==> src/rtl/rtc_timebase_consts.svh <==
// Purpose: Offsets, field positions, reset values and timing figures of the timebase block.
// Assumes: System clock of 40 MHz.
// Notes: Timebase rates are phase-accumulator increments on a 24-bit accumulator.
`ifndef RTC_TIMEBASE_CONSTS_SVH
`define RTC_TIMEBASE_CONSTS_SVH

`define SYS_CLK_HZ 40000000
`define POWER_MGMT_MODE_ADDR 8'hb5
`define POWER_MGMT_MODE_RESET 8'h00
`define POWER_MGMT_MODE_MASK 8'he0
`define TIMEBASE_PIN_OUT_EN_BIT 7
`define WAKE_REQUEST_PIN_EN_BIT 6
`define SUPPLY_MONITOR_DISABLE_BIT 5

`define ACC_WIDTH 24
`define CRYSTAL_FREQ_MHZ 0.032768
`define SLOW_OSC_FREQ_KHZ 16.4
// Increment = frequency * 2^24 / 40 MHz, truncated.
`define CRYSTAL_INCREMENT 24'h0035af
`define SLOW_OSC_INCREMENT 24'h001ade
`define SELF_OSC_MIN_INCREMENT 16'h1062
`define SELF_OSC_MAX_INCREMENT 16'h4189

`define STARTUP_TICKS 16'h0400
`define MISSING_CLOCK_TIMEOUT_US 100
`define MISSING_CLOCK_COUNT_WIDTH 13

`endif

==> src/rtl/rtc_timebase_pkg.sv <==
// Purpose: Types shared by the timebase block and its bench.
// Assumes: Nothing beyond the constants header.
// Notes: Codes of the source select are fixed for firmware.
package rtc_timebase_pkg;

  typedef enum logic [1:0] {
    SRC_EXT_CMOS = 2'b00,
    SRC_SLOW_OSC = 2'b01,
    SRC_OSC_CIRCUIT = 2'b10
  } timebase_source_e;

  typedef enum logic [1:0] {
    OSC_OFF = 2'b00,
    OSC_STARTING = 2'b01,
    OSC_SETTLING = 2'b10,
    OSC_READY = 2'b11
  } osc_state_e;

endpackage

==> src/rtl/rtc_timebase_and_pmu_mode.sv <==
// Purpose: Timebase generation, oscillator status flags and the power management mode register.
// Assumes: Single 40 MHz clock; the timebase is modelled by one-cycle tick enables.
// Notes: Register reads return data one cycle after the address is presented.
`include "rtc_timebase_consts.svh"

// What this block does
// - Mode bit 7 drives a buffered copy of the timebase onto its pin, and leaves the pin off when clear.
// - Mode bit 6 puts the sleep wake-up request on its pin, and leaves the pin off when clear.
// - Writing one to mode bit 5 disables the supply monitor, which firmware keeps on above 2.4 V.
// - Mode bits 4 to 0 always read as zero and ignore writes.
// - The internal timebases are phase-accumulated from the system clock; only the external CMOS clock runs at its own rate.
// - The timebase comes from an external CMOS clock, the slow internal oscillator or the oscillator circuit in crystal or self-oscillate mode.
// - Rates are 32.768 kHz for crystal, 10 to 40 kHz programmable self-oscillate, and 16.4 kHz nominal for the slow oscillator.
// - Each rising timebase edge is offered as a tick to an on-chip timer for frequency measurement.
// - The timebase level is offered as a system clock source and can reach a pin even in sleep.
// - With a CMOS clock the valid flag means nothing and the fail flag is checked 2 ms after power-on.
module rtc_timebase_and_pmu_mode #(
  parameter logic [15:0] STARTUP_TICKS = `STARTUP_TICKS
) (
  input wire logic clock,
  input wire logic resetn,
  input wire logic [7:0] sfr_addr,
  input wire logic sfr_write,
  input wire logic [7:0] sfr_wdata,
  output logic [7:0] sfr_rdata,
  input wire rtc_timebase_pkg::timebase_source_e timebase_source,
  input wire logic crystal_mode_select,
  input wire logic osc_power_enable,
  input wire logic bias_double_enable,
  input wire logic [3:0] load_cap_config,
  input wire logic [15:0] self_osc_increment,
  input wire logic missing_clock_detect_en,
  input wire logic crystal_pin_a,
  input wire logic wake_request,
  output logic clock_valid_flag,
  output logic load_cap_ready_flag,
  output logic osc_fail_flag,
  output logic timebase_tick,
  output logic timebase_level,
  output logic timebase_pin_out,
  output logic timebase_pin_oe,
  output logic wake_pin_out,
  output logic wake_pin_oe,
  output logic supply_monitor_disable
);
  import rtc_timebase_pkg::*;

  localparam int MISSING_COUNT = `MISSING_CLOCK_TIMEOUT_US * (`SYS_CLK_HZ / 1000000);
  localparam logic [`MISSING_CLOCK_COUNT_WIDTH-1:0] MISSING_LIMIT =
    MISSING_COUNT[`MISSING_CLOCK_COUNT_WIDTH-1:0];

  function automatic logic [15:0] clamp_self_osc(input logic [15:0] inc);
    if (inc < `SELF_OSC_MIN_INCREMENT) begin
      clamp_self_osc = `SELF_OSC_MIN_INCREMENT;
    end else if (inc > `SELF_OSC_MAX_INCREMENT) begin
      clamp_self_osc = `SELF_OSC_MAX_INCREMENT;
    end else begin
      clamp_self_osc = inc;
    end
  endfunction

  // Mode register and pin drivers.
  logic [7:0] power_mgmt_mode;
  logic [7:0] next_power_mgmt_mode;
  logic [7:0] next_sfr_rdata;
  logic next_timebase_pin_out, next_timebase_pin_oe, next_wake_pin_out, next_wake_pin_oe;

  always_comb begin
    next_power_mgmt_mode = power_mgmt_mode;
    if (sfr_write && sfr_addr == `POWER_MGMT_MODE_ADDR) begin
      next_power_mgmt_mode = sfr_wdata & `POWER_MGMT_MODE_MASK;
    end
    next_sfr_rdata = 8'h00;
    if (sfr_addr == `POWER_MGMT_MODE_ADDR) begin
      next_sfr_rdata = power_mgmt_mode & `POWER_MGMT_MODE_MASK;
    end
    // The pin drivers follow the stored bits, so a clear takes effect one cycle later.
    next_timebase_pin_oe = power_mgmt_mode[`TIMEBASE_PIN_OUT_EN_BIT];
    next_timebase_pin_out = power_mgmt_mode[`TIMEBASE_PIN_OUT_EN_BIT] & timebase_level;
    next_wake_pin_oe = power_mgmt_mode[`WAKE_REQUEST_PIN_EN_BIT];
    next_wake_pin_out = power_mgmt_mode[`WAKE_REQUEST_PIN_EN_BIT] & wake_request;
  end

  always_ff @(posedge clock) begin
    if (!resetn) begin
      power_mgmt_mode <= `POWER_MGMT_MODE_RESET;
      sfr_rdata <= 8'h00;
      timebase_pin_out <= 1'b0;
      timebase_pin_oe <= 1'b0;
      wake_pin_out <= 1'b0;
      wake_pin_oe <= 1'b0;
    end else begin
      power_mgmt_mode <= next_power_mgmt_mode;
      sfr_rdata <= next_sfr_rdata;
      timebase_pin_out <= next_timebase_pin_out;
      timebase_pin_oe <= next_timebase_pin_oe;
      wake_pin_out <= next_wake_pin_out;
      wake_pin_oe <= next_wake_pin_oe;
    end
  end

  assign supply_monitor_disable = power_mgmt_mode[`SUPPLY_MONITOR_DISABLE_BIT];

  // Pin synchroniser for the external clock; the second and third stages are read.
  logic pin_sync1, pin_sync2, pin_prev;

  // The pin rests high on its pull-up, so the stages reset to that level; a
  // reset value of zero would report a false rising edge right after reset.
  always_ff @(posedge clock) begin
    if (!resetn) begin
      pin_sync1 <= 1'b1;
      pin_sync2 <= 1'b1;
      pin_prev <= 1'b1;
    end else begin
      pin_sync1 <= crystal_pin_a;
      pin_sync2 <= pin_sync1;
      pin_prev <= pin_sync2;
    end
  end

  // Timebase generation. Internal sources use a phase accumulator whose top bit is
  // the square wave, so the rate is exact on average but jitters by one clock.
  logic [`ACC_WIDTH-1:0] phase_acc, next_phase_acc, increment;
  logic [`ACC_WIDTH:0] phase_sum;
  logic next_timebase_tick, next_timebase_level, running;

  always_comb begin
    running = osc_power_enable || timebase_source == SRC_SLOW_OSC;
    case (timebase_source)
      SRC_SLOW_OSC: increment = `SLOW_OSC_INCREMENT;
      SRC_OSC_CIRCUIT: increment = crystal_mode_select ? `CRYSTAL_INCREMENT :
                                   {8'h00, clamp_self_osc(self_osc_increment)};
      default: increment = '0;
    endcase
    phase_sum = {1'b0, phase_acc} + {1'b0, increment};
    next_phase_acc = running ? phase_sum[`ACC_WIDTH-1:0] : '0;
    if (timebase_source == SRC_EXT_CMOS) begin
      next_timebase_level = pin_sync2;
      next_timebase_tick = pin_sync2 & ~pin_prev;
    end else begin
      next_timebase_level = running & phase_sum[`ACC_WIDTH-1];
      next_timebase_tick = running & phase_sum[`ACC_WIDTH-1] & ~phase_acc[`ACC_WIDTH-1];
    end
  end

  always_ff @(posedge clock) begin
    if (!resetn) begin
      phase_acc <= '0;
      timebase_tick <= 1'b0;
      timebase_level <= 1'b0;
    end else begin
      phase_acc <= next_phase_acc;
      timebase_tick <= next_timebase_tick;
      timebase_level <= next_timebase_level;
    end
  end

  // Oscillator start-up: valid after enough timebase cycles, then the load
  // capacitance steps one code per tick toward its setting.
  osc_state_e osc_state, next_osc_state;
  logic [15:0] startup_count, next_startup_count, startup_limit;
  logic [3:0] load_cap_now, next_load_cap_now;

  always_comb begin
    next_osc_state = osc_state;
    next_startup_count = startup_count;
    next_load_cap_now = load_cap_now;
    // Doubled bias shortens start-up, which is why firmware starts with it on.
    startup_limit = bias_double_enable ? {1'b0, STARTUP_TICKS[15:1]} : STARTUP_TICKS;
    case (osc_state)
      OSC_OFF: begin
        next_startup_count = '0;
        if (running) begin
          next_osc_state = OSC_STARTING;
        end
      end
      OSC_STARTING: begin
        if (timebase_tick) begin
          next_startup_count = startup_count + 16'h0001;
        end
        if (startup_count >= startup_limit) begin
          next_osc_state = OSC_SETTLING;
        end
      end
      OSC_SETTLING, OSC_READY: begin
        if (timebase_tick && load_cap_now < load_cap_config) begin
          next_load_cap_now = load_cap_now + 4'h1;
        end else if (timebase_tick && load_cap_now > load_cap_config) begin
          next_load_cap_now = load_cap_now - 4'h1;
        end
        next_osc_state = (load_cap_now == load_cap_config) ? OSC_READY : OSC_SETTLING;
      end
      default: next_osc_state = OSC_OFF;
    endcase
    if (!running) begin
      next_osc_state = OSC_OFF;
    end
  end

  always_ff @(posedge clock) begin
    if (!resetn) begin
      osc_state <= OSC_OFF;
      startup_count <= '0;
      load_cap_now <= '0;
    end else begin
      osc_state <= next_osc_state;
      startup_count <= next_startup_count;
      load_cap_now <= next_load_cap_now;
    end
  end

  // Status flags. The valid flag is meaningless for a CMOS clock; the fail flag is
  // the check that firmware uses in that case.
  logic [`MISSING_CLOCK_COUNT_WIDTH-1:0] miss_count, next_miss_count;
  logic next_clock_valid_flag, next_load_cap_ready_flag, next_osc_fail_flag;

  always_comb begin
    next_clock_valid_flag = osc_state == OSC_SETTLING || osc_state == OSC_READY;
    next_load_cap_ready_flag = osc_state == OSC_READY;
    next_miss_count = miss_count;
    next_osc_fail_flag = osc_fail_flag;
    if (!missing_clock_detect_en || !running) begin
      next_miss_count = '0;
      next_osc_fail_flag = 1'b0;
    end else if (timebase_tick) begin
      next_miss_count = '0;
    end else if (miss_count >= MISSING_LIMIT) begin
      next_osc_fail_flag = 1'b1;
    end else begin
      next_miss_count = miss_count + 1'b1;
    end
  end

  always_ff @(posedge clock) begin
    if (!resetn) begin
      miss_count <= '0;
      clock_valid_flag <= 1'b0;
      load_cap_ready_flag <= 1'b0;
      osc_fail_flag <= 1'b0;
    end else begin
      miss_count <= next_miss_count;
      clock_valid_flag <= next_clock_valid_flag;
      load_cap_ready_flag <= next_load_cap_ready_flag;
      osc_fail_flag <= next_osc_fail_flag;
    end
  end

endmodule // rtc_timebase_and_pmu_mode

==> config.mk <==
export PLATFORM = sky130hd
export DESIGN_NAME = rtc_timebase_and_pmu_mode
export DESIGN_NICKNAME = d
export VERILOG_FILES = /design/src/rtl/rtc_timebase_pkg.sv /design/src/rtl/rtc_timebase_and_pmu_mode.sv
export VERILOG_INCLUDE_DIRS = /design/src /design/src/rtl
export SDC_FILE = /design/constraint.sdc
export NUM_CORES = 1
export LEC_CHECK = 0
export ABC_AREA = 1
export BUFFER_PORTS_ARGS = -buffer_cell sky130_fd_sc_hd__buf_4
export CORE_MARGIN = 2
export CORE_UTILIZATION = 54
export CTS_CLUSTER_SIZE = 14
export DETAILED_ROUTE_END_ITERATION = 6
export PLACE_DENSITY = 0.72
export SLEW_MARGIN = 40
export SYNTH_ARGS = -nofsm -noshare
export SYNTH_HDL_FRONTEND = slang
export SYNTH_SLANG_ARGS = --single-unit
export TNS_END_PERCENT = 50
==> constraint.sdc <==
create_clock -name clock -period 4.3 [get_ports clock]
set_clock_uncertainty 0.15 [all_clocks]
set_input_delay 0.645 -clock clock [delete_from_list [all_inputs] [get_ports clock]]
set_output_delay 0.645 -clock clock [all_outputs]
set_load 0.02 [all_outputs]
==> results.ini, run 1 <==
[floorplanning]
dieArea_um2=9210
io_pins=65
core_area_um2=8220
die_height_um=96.0
initial_core_util=0.556
rows=33
fp.dieW_um=96.0

[yosys]
async_flop_share=0
avgSynthCellArea_um2=6.65
synth_cell_types=36
synth_ff_type=dfxtp_1
yosysSeqAreaShare=0.337
synth_edf_count=0
synth_cells=687
synth-seq-cells=77
ys_top_cells_by_area=dfxtp_1 34%, nand2_1 14%, ha_1 8.5%
synth_top_area_share=0.337
synth-warning-count=0
synth_top_area_cell=dfxtp_1
syn_area_um2=4570

[setup_path]
cp.required_ns=4.38
reg2reg_depth=10
ff2ff_setup_slack_ns=2.05
path_class=input port to flop
end_kind=flop
rr_endpoint=load_cap_now[3]
regToRegStartpoint=load_cap_now[1]
crit_fanout=11
arrival_ns=3.36
critPathLaunchType=input port

[power]
clockPowerShare=0.372
power.density_nw_per_um2=274
power_frac_seq=0.510
total_leakage_power_uw=0.00243
comb_power_share=0.117
intPower_uw=1050
power_switching_uw=384
swShare=0.267
peakVddDrop_v=0.000158

[final_layout]
area_growth_syn_to_layout_pct=14.7
design_area_um2=5240
antenna_cells=0
final_common_cell=nand2_1
final_cell_mix=168 x nand2_1, 92 x inv_1, 80 x nor2_1, 77 x dfxtp_1, 67 x a21oi_1
nets=825
fin_cells=855
nFillCells=763
layout-drive-gt1-share=0.116

[grt]
antenna_found_initial=0
grt_max_degree=20
grt_usage=0.235
grt-ovfl-total=0
grt_pass1_wl_um=17200
grt_pass1_vias=4016

[place]
gp_congestion=0.900
dp_slack_ns=0.717
portBuffers=54
placed_cell_area_um2=5040
post-place-cells=839
hpwl_um=8020

[clocking]
root_buffer=clkbuf_8
insertion_delay_ns=0.35
ctsResizeCount=0
cts.hold.buffers_added=0
clock-sinks=77
cts_tree=built
clkTransAtPathRegs_ns=0.09
postCtsSetupBuffers=0
clk_path_buf_depth=2
cts_buffers=9
htree_levels=3

[timing]
finalMaxSlewViolations=0
setup_ws_ns=1.02
slew_headroom=0.512
period_share=0.763
tns_ns=0
fin_crit_ns=3.28
finalHoldViolCount=0
setup_viol=0
rsz0062_at_grt=false
fmax_mhz=305
tightestPinTransition_ns=0.730
fin_hold_ws_ns=0.278

[min_path]
hold_class=flop to flop
min_path_cells=1
min_to=pin_sync2
min-delay-start=pin_sync1

[route]
drc=0
drt_iter0_markers=157
wl_um=10200
vias=4399
ant_nets=0
routedWlPerCell_um=11.9
via_per_inst=5.15
drt_first_pass_iters=5

[status]
status=finished, final reports clean

[flow_run]
drv_cap=0

cell type report:
type | count | area (µm²) | area share
Clock inverter | 4 | 30.0 | 0.00573
Clock buffer | 12 | 165 | 0.0315
Sequential cell | 77 | 1540 | 0.294
Inverter | 95 | 357 | 0.0681
Tap cell | 105 | 131 | 0.0251
Timing Repair Buffer | 55 | 413 | 0.0788
Multi-Input combinational cell | 507 | 2600 | 0.497
synth_stat cells (4+ instances only):
library cell and count:
dfxtp_1 77, buf_4 6, nand2_1 168, a31oi_1 4, nor2_1 80, ha_1 31, nor4_1 5, inv_1 92
nand4_1 12, or2_2 5, a21oi_1 67, o21ai_0 43, nor3_1 15, nand3_1 48
power by group through the flow:
stage                     Clock [µW]  Sequential, µW  Combinational (µW)
after floorplan                    0             749                 112
after global placement             0             749                 162
after detailed placement           0             749                 167
after CTS                        548             732                 168
after global routing             573             734                 192
final                            535             732                 169
worst max-delay path: stages:
cell and delay (ns):
buf_4 0.11, or2_2 0.28, nor4_1 0.17, nand2_1 0.08, nand2_1 0.28, nand2_1 0.09
nand2_1 0.07, a21oi_1 0.08, ha_1 0.25, fa_1 0.46, nand3_1 0.11, nand2_1 0.11
nand2_1 0.09, nand2_1 0.11, nand3_1 0.09, nand2_1 0.12, o21ai_0 0.17, a21oi_1 0.05
per-layer routing:
metal,track usage,wire [µm],up-vias
met4,0.0714,154,0
li1,-,-,2346
met1,0.306,4830,1937
met3,0.0329,466,12
met5,0,0,-
met2,0.406,4720,104
sequential cells by signal (all words and copies together) (netlist names):
| register | count |
|---|---|
| phase_acc | 24 |
| startup_count | 16 |
| miss_count | 13 |
| load_cap_now | 4 |
| power_mgmt_mode | 3 |
| sfr_rdata | 3 |
| osc_state | 2 |
| clock_valid_flag | 1 |
| load_cap_ready_flag | 1 |
| osc_fail_flag | 1 |
| pin_prev | 1 |
| pin_sync1 | 1 |
| pin_sync2 | 1 |
| timebase_level | 1 |
| timebase_pin_oe | 1 |
| timebase_pin_out | 1 |
| timebase_tick | 1 |
| wake_pin_oe | 1 |
| wake_pin_out | 1 |
how the worst max path moves through the flow:
stage                                      start             to  slack (ns)  cells past startpoint
after CTS                 self_osc_increment[12]  phase_acc[14]        1.08                     18
after global routing      self_osc_increment[12]  phase_acc[19]        0.70                     18
final                     self_osc_increment[12]  phase_acc[16]        1.02                     18
after floorplan           self_osc_increment[12]  phase_acc[12]        1.26                     17
after global placement    self_osc_increment[12]  phase_acc[14]        0.76                     18
after detailed placement  self_osc_increment[12]  phase_acc[16]        0.72                     18
metrics by stage:
step | util | total power [µW]
final | 0.638 | 1440
after global routing | 0.638 | 1500
after CTS | 0.638 | 1450
after detailed placement | 0.614 | 916
after global placement | 0.614 | 911
after floorplan | - | 861
kinds of logic after synthesis:
| family | share of synthesized area |
|---|---|
| buffers and inverters | 0.0970 |
| other | 0.000821 |
| XOR/XNOR | 0.00192 |
| flip-flops | 0.337 |
| AO/OA/AOI/OAI | 0.142 |
| AND/OR/NAND/NOR | 0.328 |
| adder cells (fa/ha/maj) | 0.0937 |
Note: power is estimated with default switching activity, not from simulation.
==> inputs of run 2 (changes only) <==
==> constraint.sdc (replaced) <==
create_clock -name clock -period 3.2 [get_ports clock]
set_clock_uncertainty 0.15 [all_clocks]
set_input_delay 0.48 -clock clock [delete_from_list [all_inputs] [get_ports clock]]
set_output_delay 0.48 -clock clock [all_outputs]
set_load 0.02 [all_outputs]
==> run 2 against run 1 <==
  * Sequential cell count is the same
  * Total power increased by 38%
  * Global-route usage decreased by 0.54 points
  * Sequential power up 34%
  * Clock power rose by 43%
  * Routed wire length decreased by 0.78%
  * Largest cell class unchanged
  * Non-clock buffer count up 16
  * Utilization is 1.7 points higher
==> results.ini, run 2 (same netlist as run 1, synthesis figures left out) <==
[final_layout]
fin_cells=871  ; +1.9%
top_register=phase_acc
final_common_cell=nand2_1
area_growth_syn_to_layout_pct=17.8
largest_reg_flops=24  ; unchanged
final_cell_mix=166 x nand2_1, 92 x inv_1, 80 x nor2_1, 77 x dfxtp_1, 71 x buf_4
layout-drive-gt1-share=0.138  ; +0.0224
nFillCells=769  ; +0.79%
nets=841  ; +1.9%
antenna_cells=0  ; unchanged
top_regs=phase_acc x24, startup_count x16, miss_count x13

[setup_path]
arrival_ns=2.93  ; -0.43 ns
path_class=input port to flop
end_kind=flop
crit_fanout=8  ; -3
critPathLaunchType=input port
cp.required_ns=3.27  ; -1.11 ns

[clocking]
cts_tree=built
htree_levels=3  ; unchanged
cts_buffers=9  ; unchanged
root_buffer=clkbuf_8
clkTransAtPathRegs_ns=0.08  ; about the same
postCtsSetupBuffers=0  ; unchanged
clk_path_buf_depth=2  ; unchanged
clock-sinks=77  ; unchanged
insertion_delay_ns=0.35  ; about the same

[timing]
fin_crit_ns=2.86
fmax_mhz=350
finalMaxSlewViolations=0  ; unchanged
rsz0062_at_grt=false
slew_headroom=0.469  ; -0.0425
period_share=0.893
setup_ws_ns=0.341  ; -0.678 ns
tightestPinTransition_ns=0.793  ; +0.0635 ns
finalHoldViolCount=0  ; unchanged
setup_viol=0  ; unchanged

[place]
dp_slack_ns=-0.0461  ; -0.763 ns
post-place-cells=855  ; +1.9%
hpwl_um=7920  ; -1.3%
portBuffers=54  ; unchanged
gp_congestion=0.891  ; -1.0%

[grt]
grt_usage=0.230  ; -0.00539
grt_pass1_wl_um=16800  ; -2.3%
grt_pass1_vias=3912  ; -2.6%
grt-ovfl-total=0  ; unchanged
antenna_found_initial=0  ; unchanged
grt_max_degree=20  ; unchanged

[floorplanning]
fp.dieW_um=96.0  ; unchanged
rows=33  ; unchanged
io_pins=65  ; unchanged
core_area_um2=8220  ; unchanged
dieArea_um2=9210  ; unchanged
die_height_um=96.0  ; unchanged
initial_core_util=0.556  ; unchanged

[route]
ant_nets=0  ; unchanged
wl_um=10100  ; -0.78%
vias=4445  ; +1.0%
via_per_inst=5.10  ; -0.81%
routedWlPerCell_um=11.6  ; -2.6%
drt_first_pass_iters=5  ; unchanged
drt_iter0_markers=190  ; +21%
drc=0  ; unchanged

[power]
total_leakage_power_uw=0.00251  ; +3.5%
power.density_nw_per_um2=369  ; +35%
peakVddDrop_v=0.000224  ; +42%

[status]
status=finished, final reports clean

[flow_run]
drv_cap=0  ; unchanged

[min_path]
hold_class=input port to flop

==> run 2: cell count changes in the layout (fill, tap and decap cells not counted) <==
cell / delta
clkbuf_8: -2
buf_4: +16
nor4_1: -1
bufinv_16: +1
nand2_2: +2
nor4_2: +1
nand2_1: -2
inv_6: +1
==> run 2: area by class of cell <==
cell class	count	area, µm²	area share
multi-input combinational	507	2610	0.486
sequential	77	1540	0.286
timing repair buffer	71	533	0.0990
inverter	95	357	0.0662
clock buffer	10	138	0.0256
tap	105	131	0.0244
clock inverter	6	68.8	0.0128
==> run 2: layer usage <==
metal	wire length, µm	up-vias	track usage	part of all wire
met5	0	-	0	0
li1	-	2372	-	-
met4	120	0	0.0762	0.012
met2	4550	81	0.383	0.45
met1	4980	1981	0.307	0.49
met3	443	11	0.0313	0.044
==> run 2: worst paths after layout <==
check,startpoint,endpoint,slack [ns],cells past startpoint
min,crystal_pin_a,pin_sync1,0.18,2
min reg2reg,pin_sync1,pin_sync2,0.28,1
max,self_osc_increment[12],phase_acc[16],0.34,14
max reg2reg,load_cap_now[3],load_cap_now[3],0.94,8
==> run 2: critical path: stages <==
cell and delay, ns:
buf_4 0.11, or2_2 0.28, nor4_1 0.17, nand2_1 0.09, nand2_2 0.15, nand3_1 0.17
o21ai_0 0.27, ha_1 0.33, a21oi_1 0.23, o21ai_0 0.16, a21oi_1 0.15, nand2_1 0.13
o21ai_0 0.16, a21oi_1 0.05
==> run 2: what timing repair did <==
item | 4_1_cts | 5_1_grt
hold buffers | 0 | 0
resized for setup | 0 | 3
endpoints found under the setup margin | 0 | 7
==> run 2: per-stage QoR <==
| stage | setup TNS [ns] | total power, µW | hold WS, ns | cell area, µm² | utilization |
|---|---|---|---|---|---|
| after floorplan | 0 | 1160 | 0.243 | 4590 | - |
| after global placement | -0.0229 | 1230 | 0.255 | 5160 | 0.629 |
| after detailed placement | -0.134 | 1240 | 0.258 | 5160 | 0.629 |
| after CTS | 0 | 2000 | 0.162 | 5370 | 0.654 |
| after global routing | 0 | 2080 | 0.168 | 5380 | 0.655 |
| final | 0 | 1990 | 0.176 | 5380 | 0.655 |
==> run 2: power breakdown <==
part	leakage, µW	total, µW	internal, µW	switching [µW]
combinational	0.00179	235	97.4	138
sequential	0.000623	984	975	9.54
clock	0.000103	767	387	379
total	0.00251	1990	1460	527
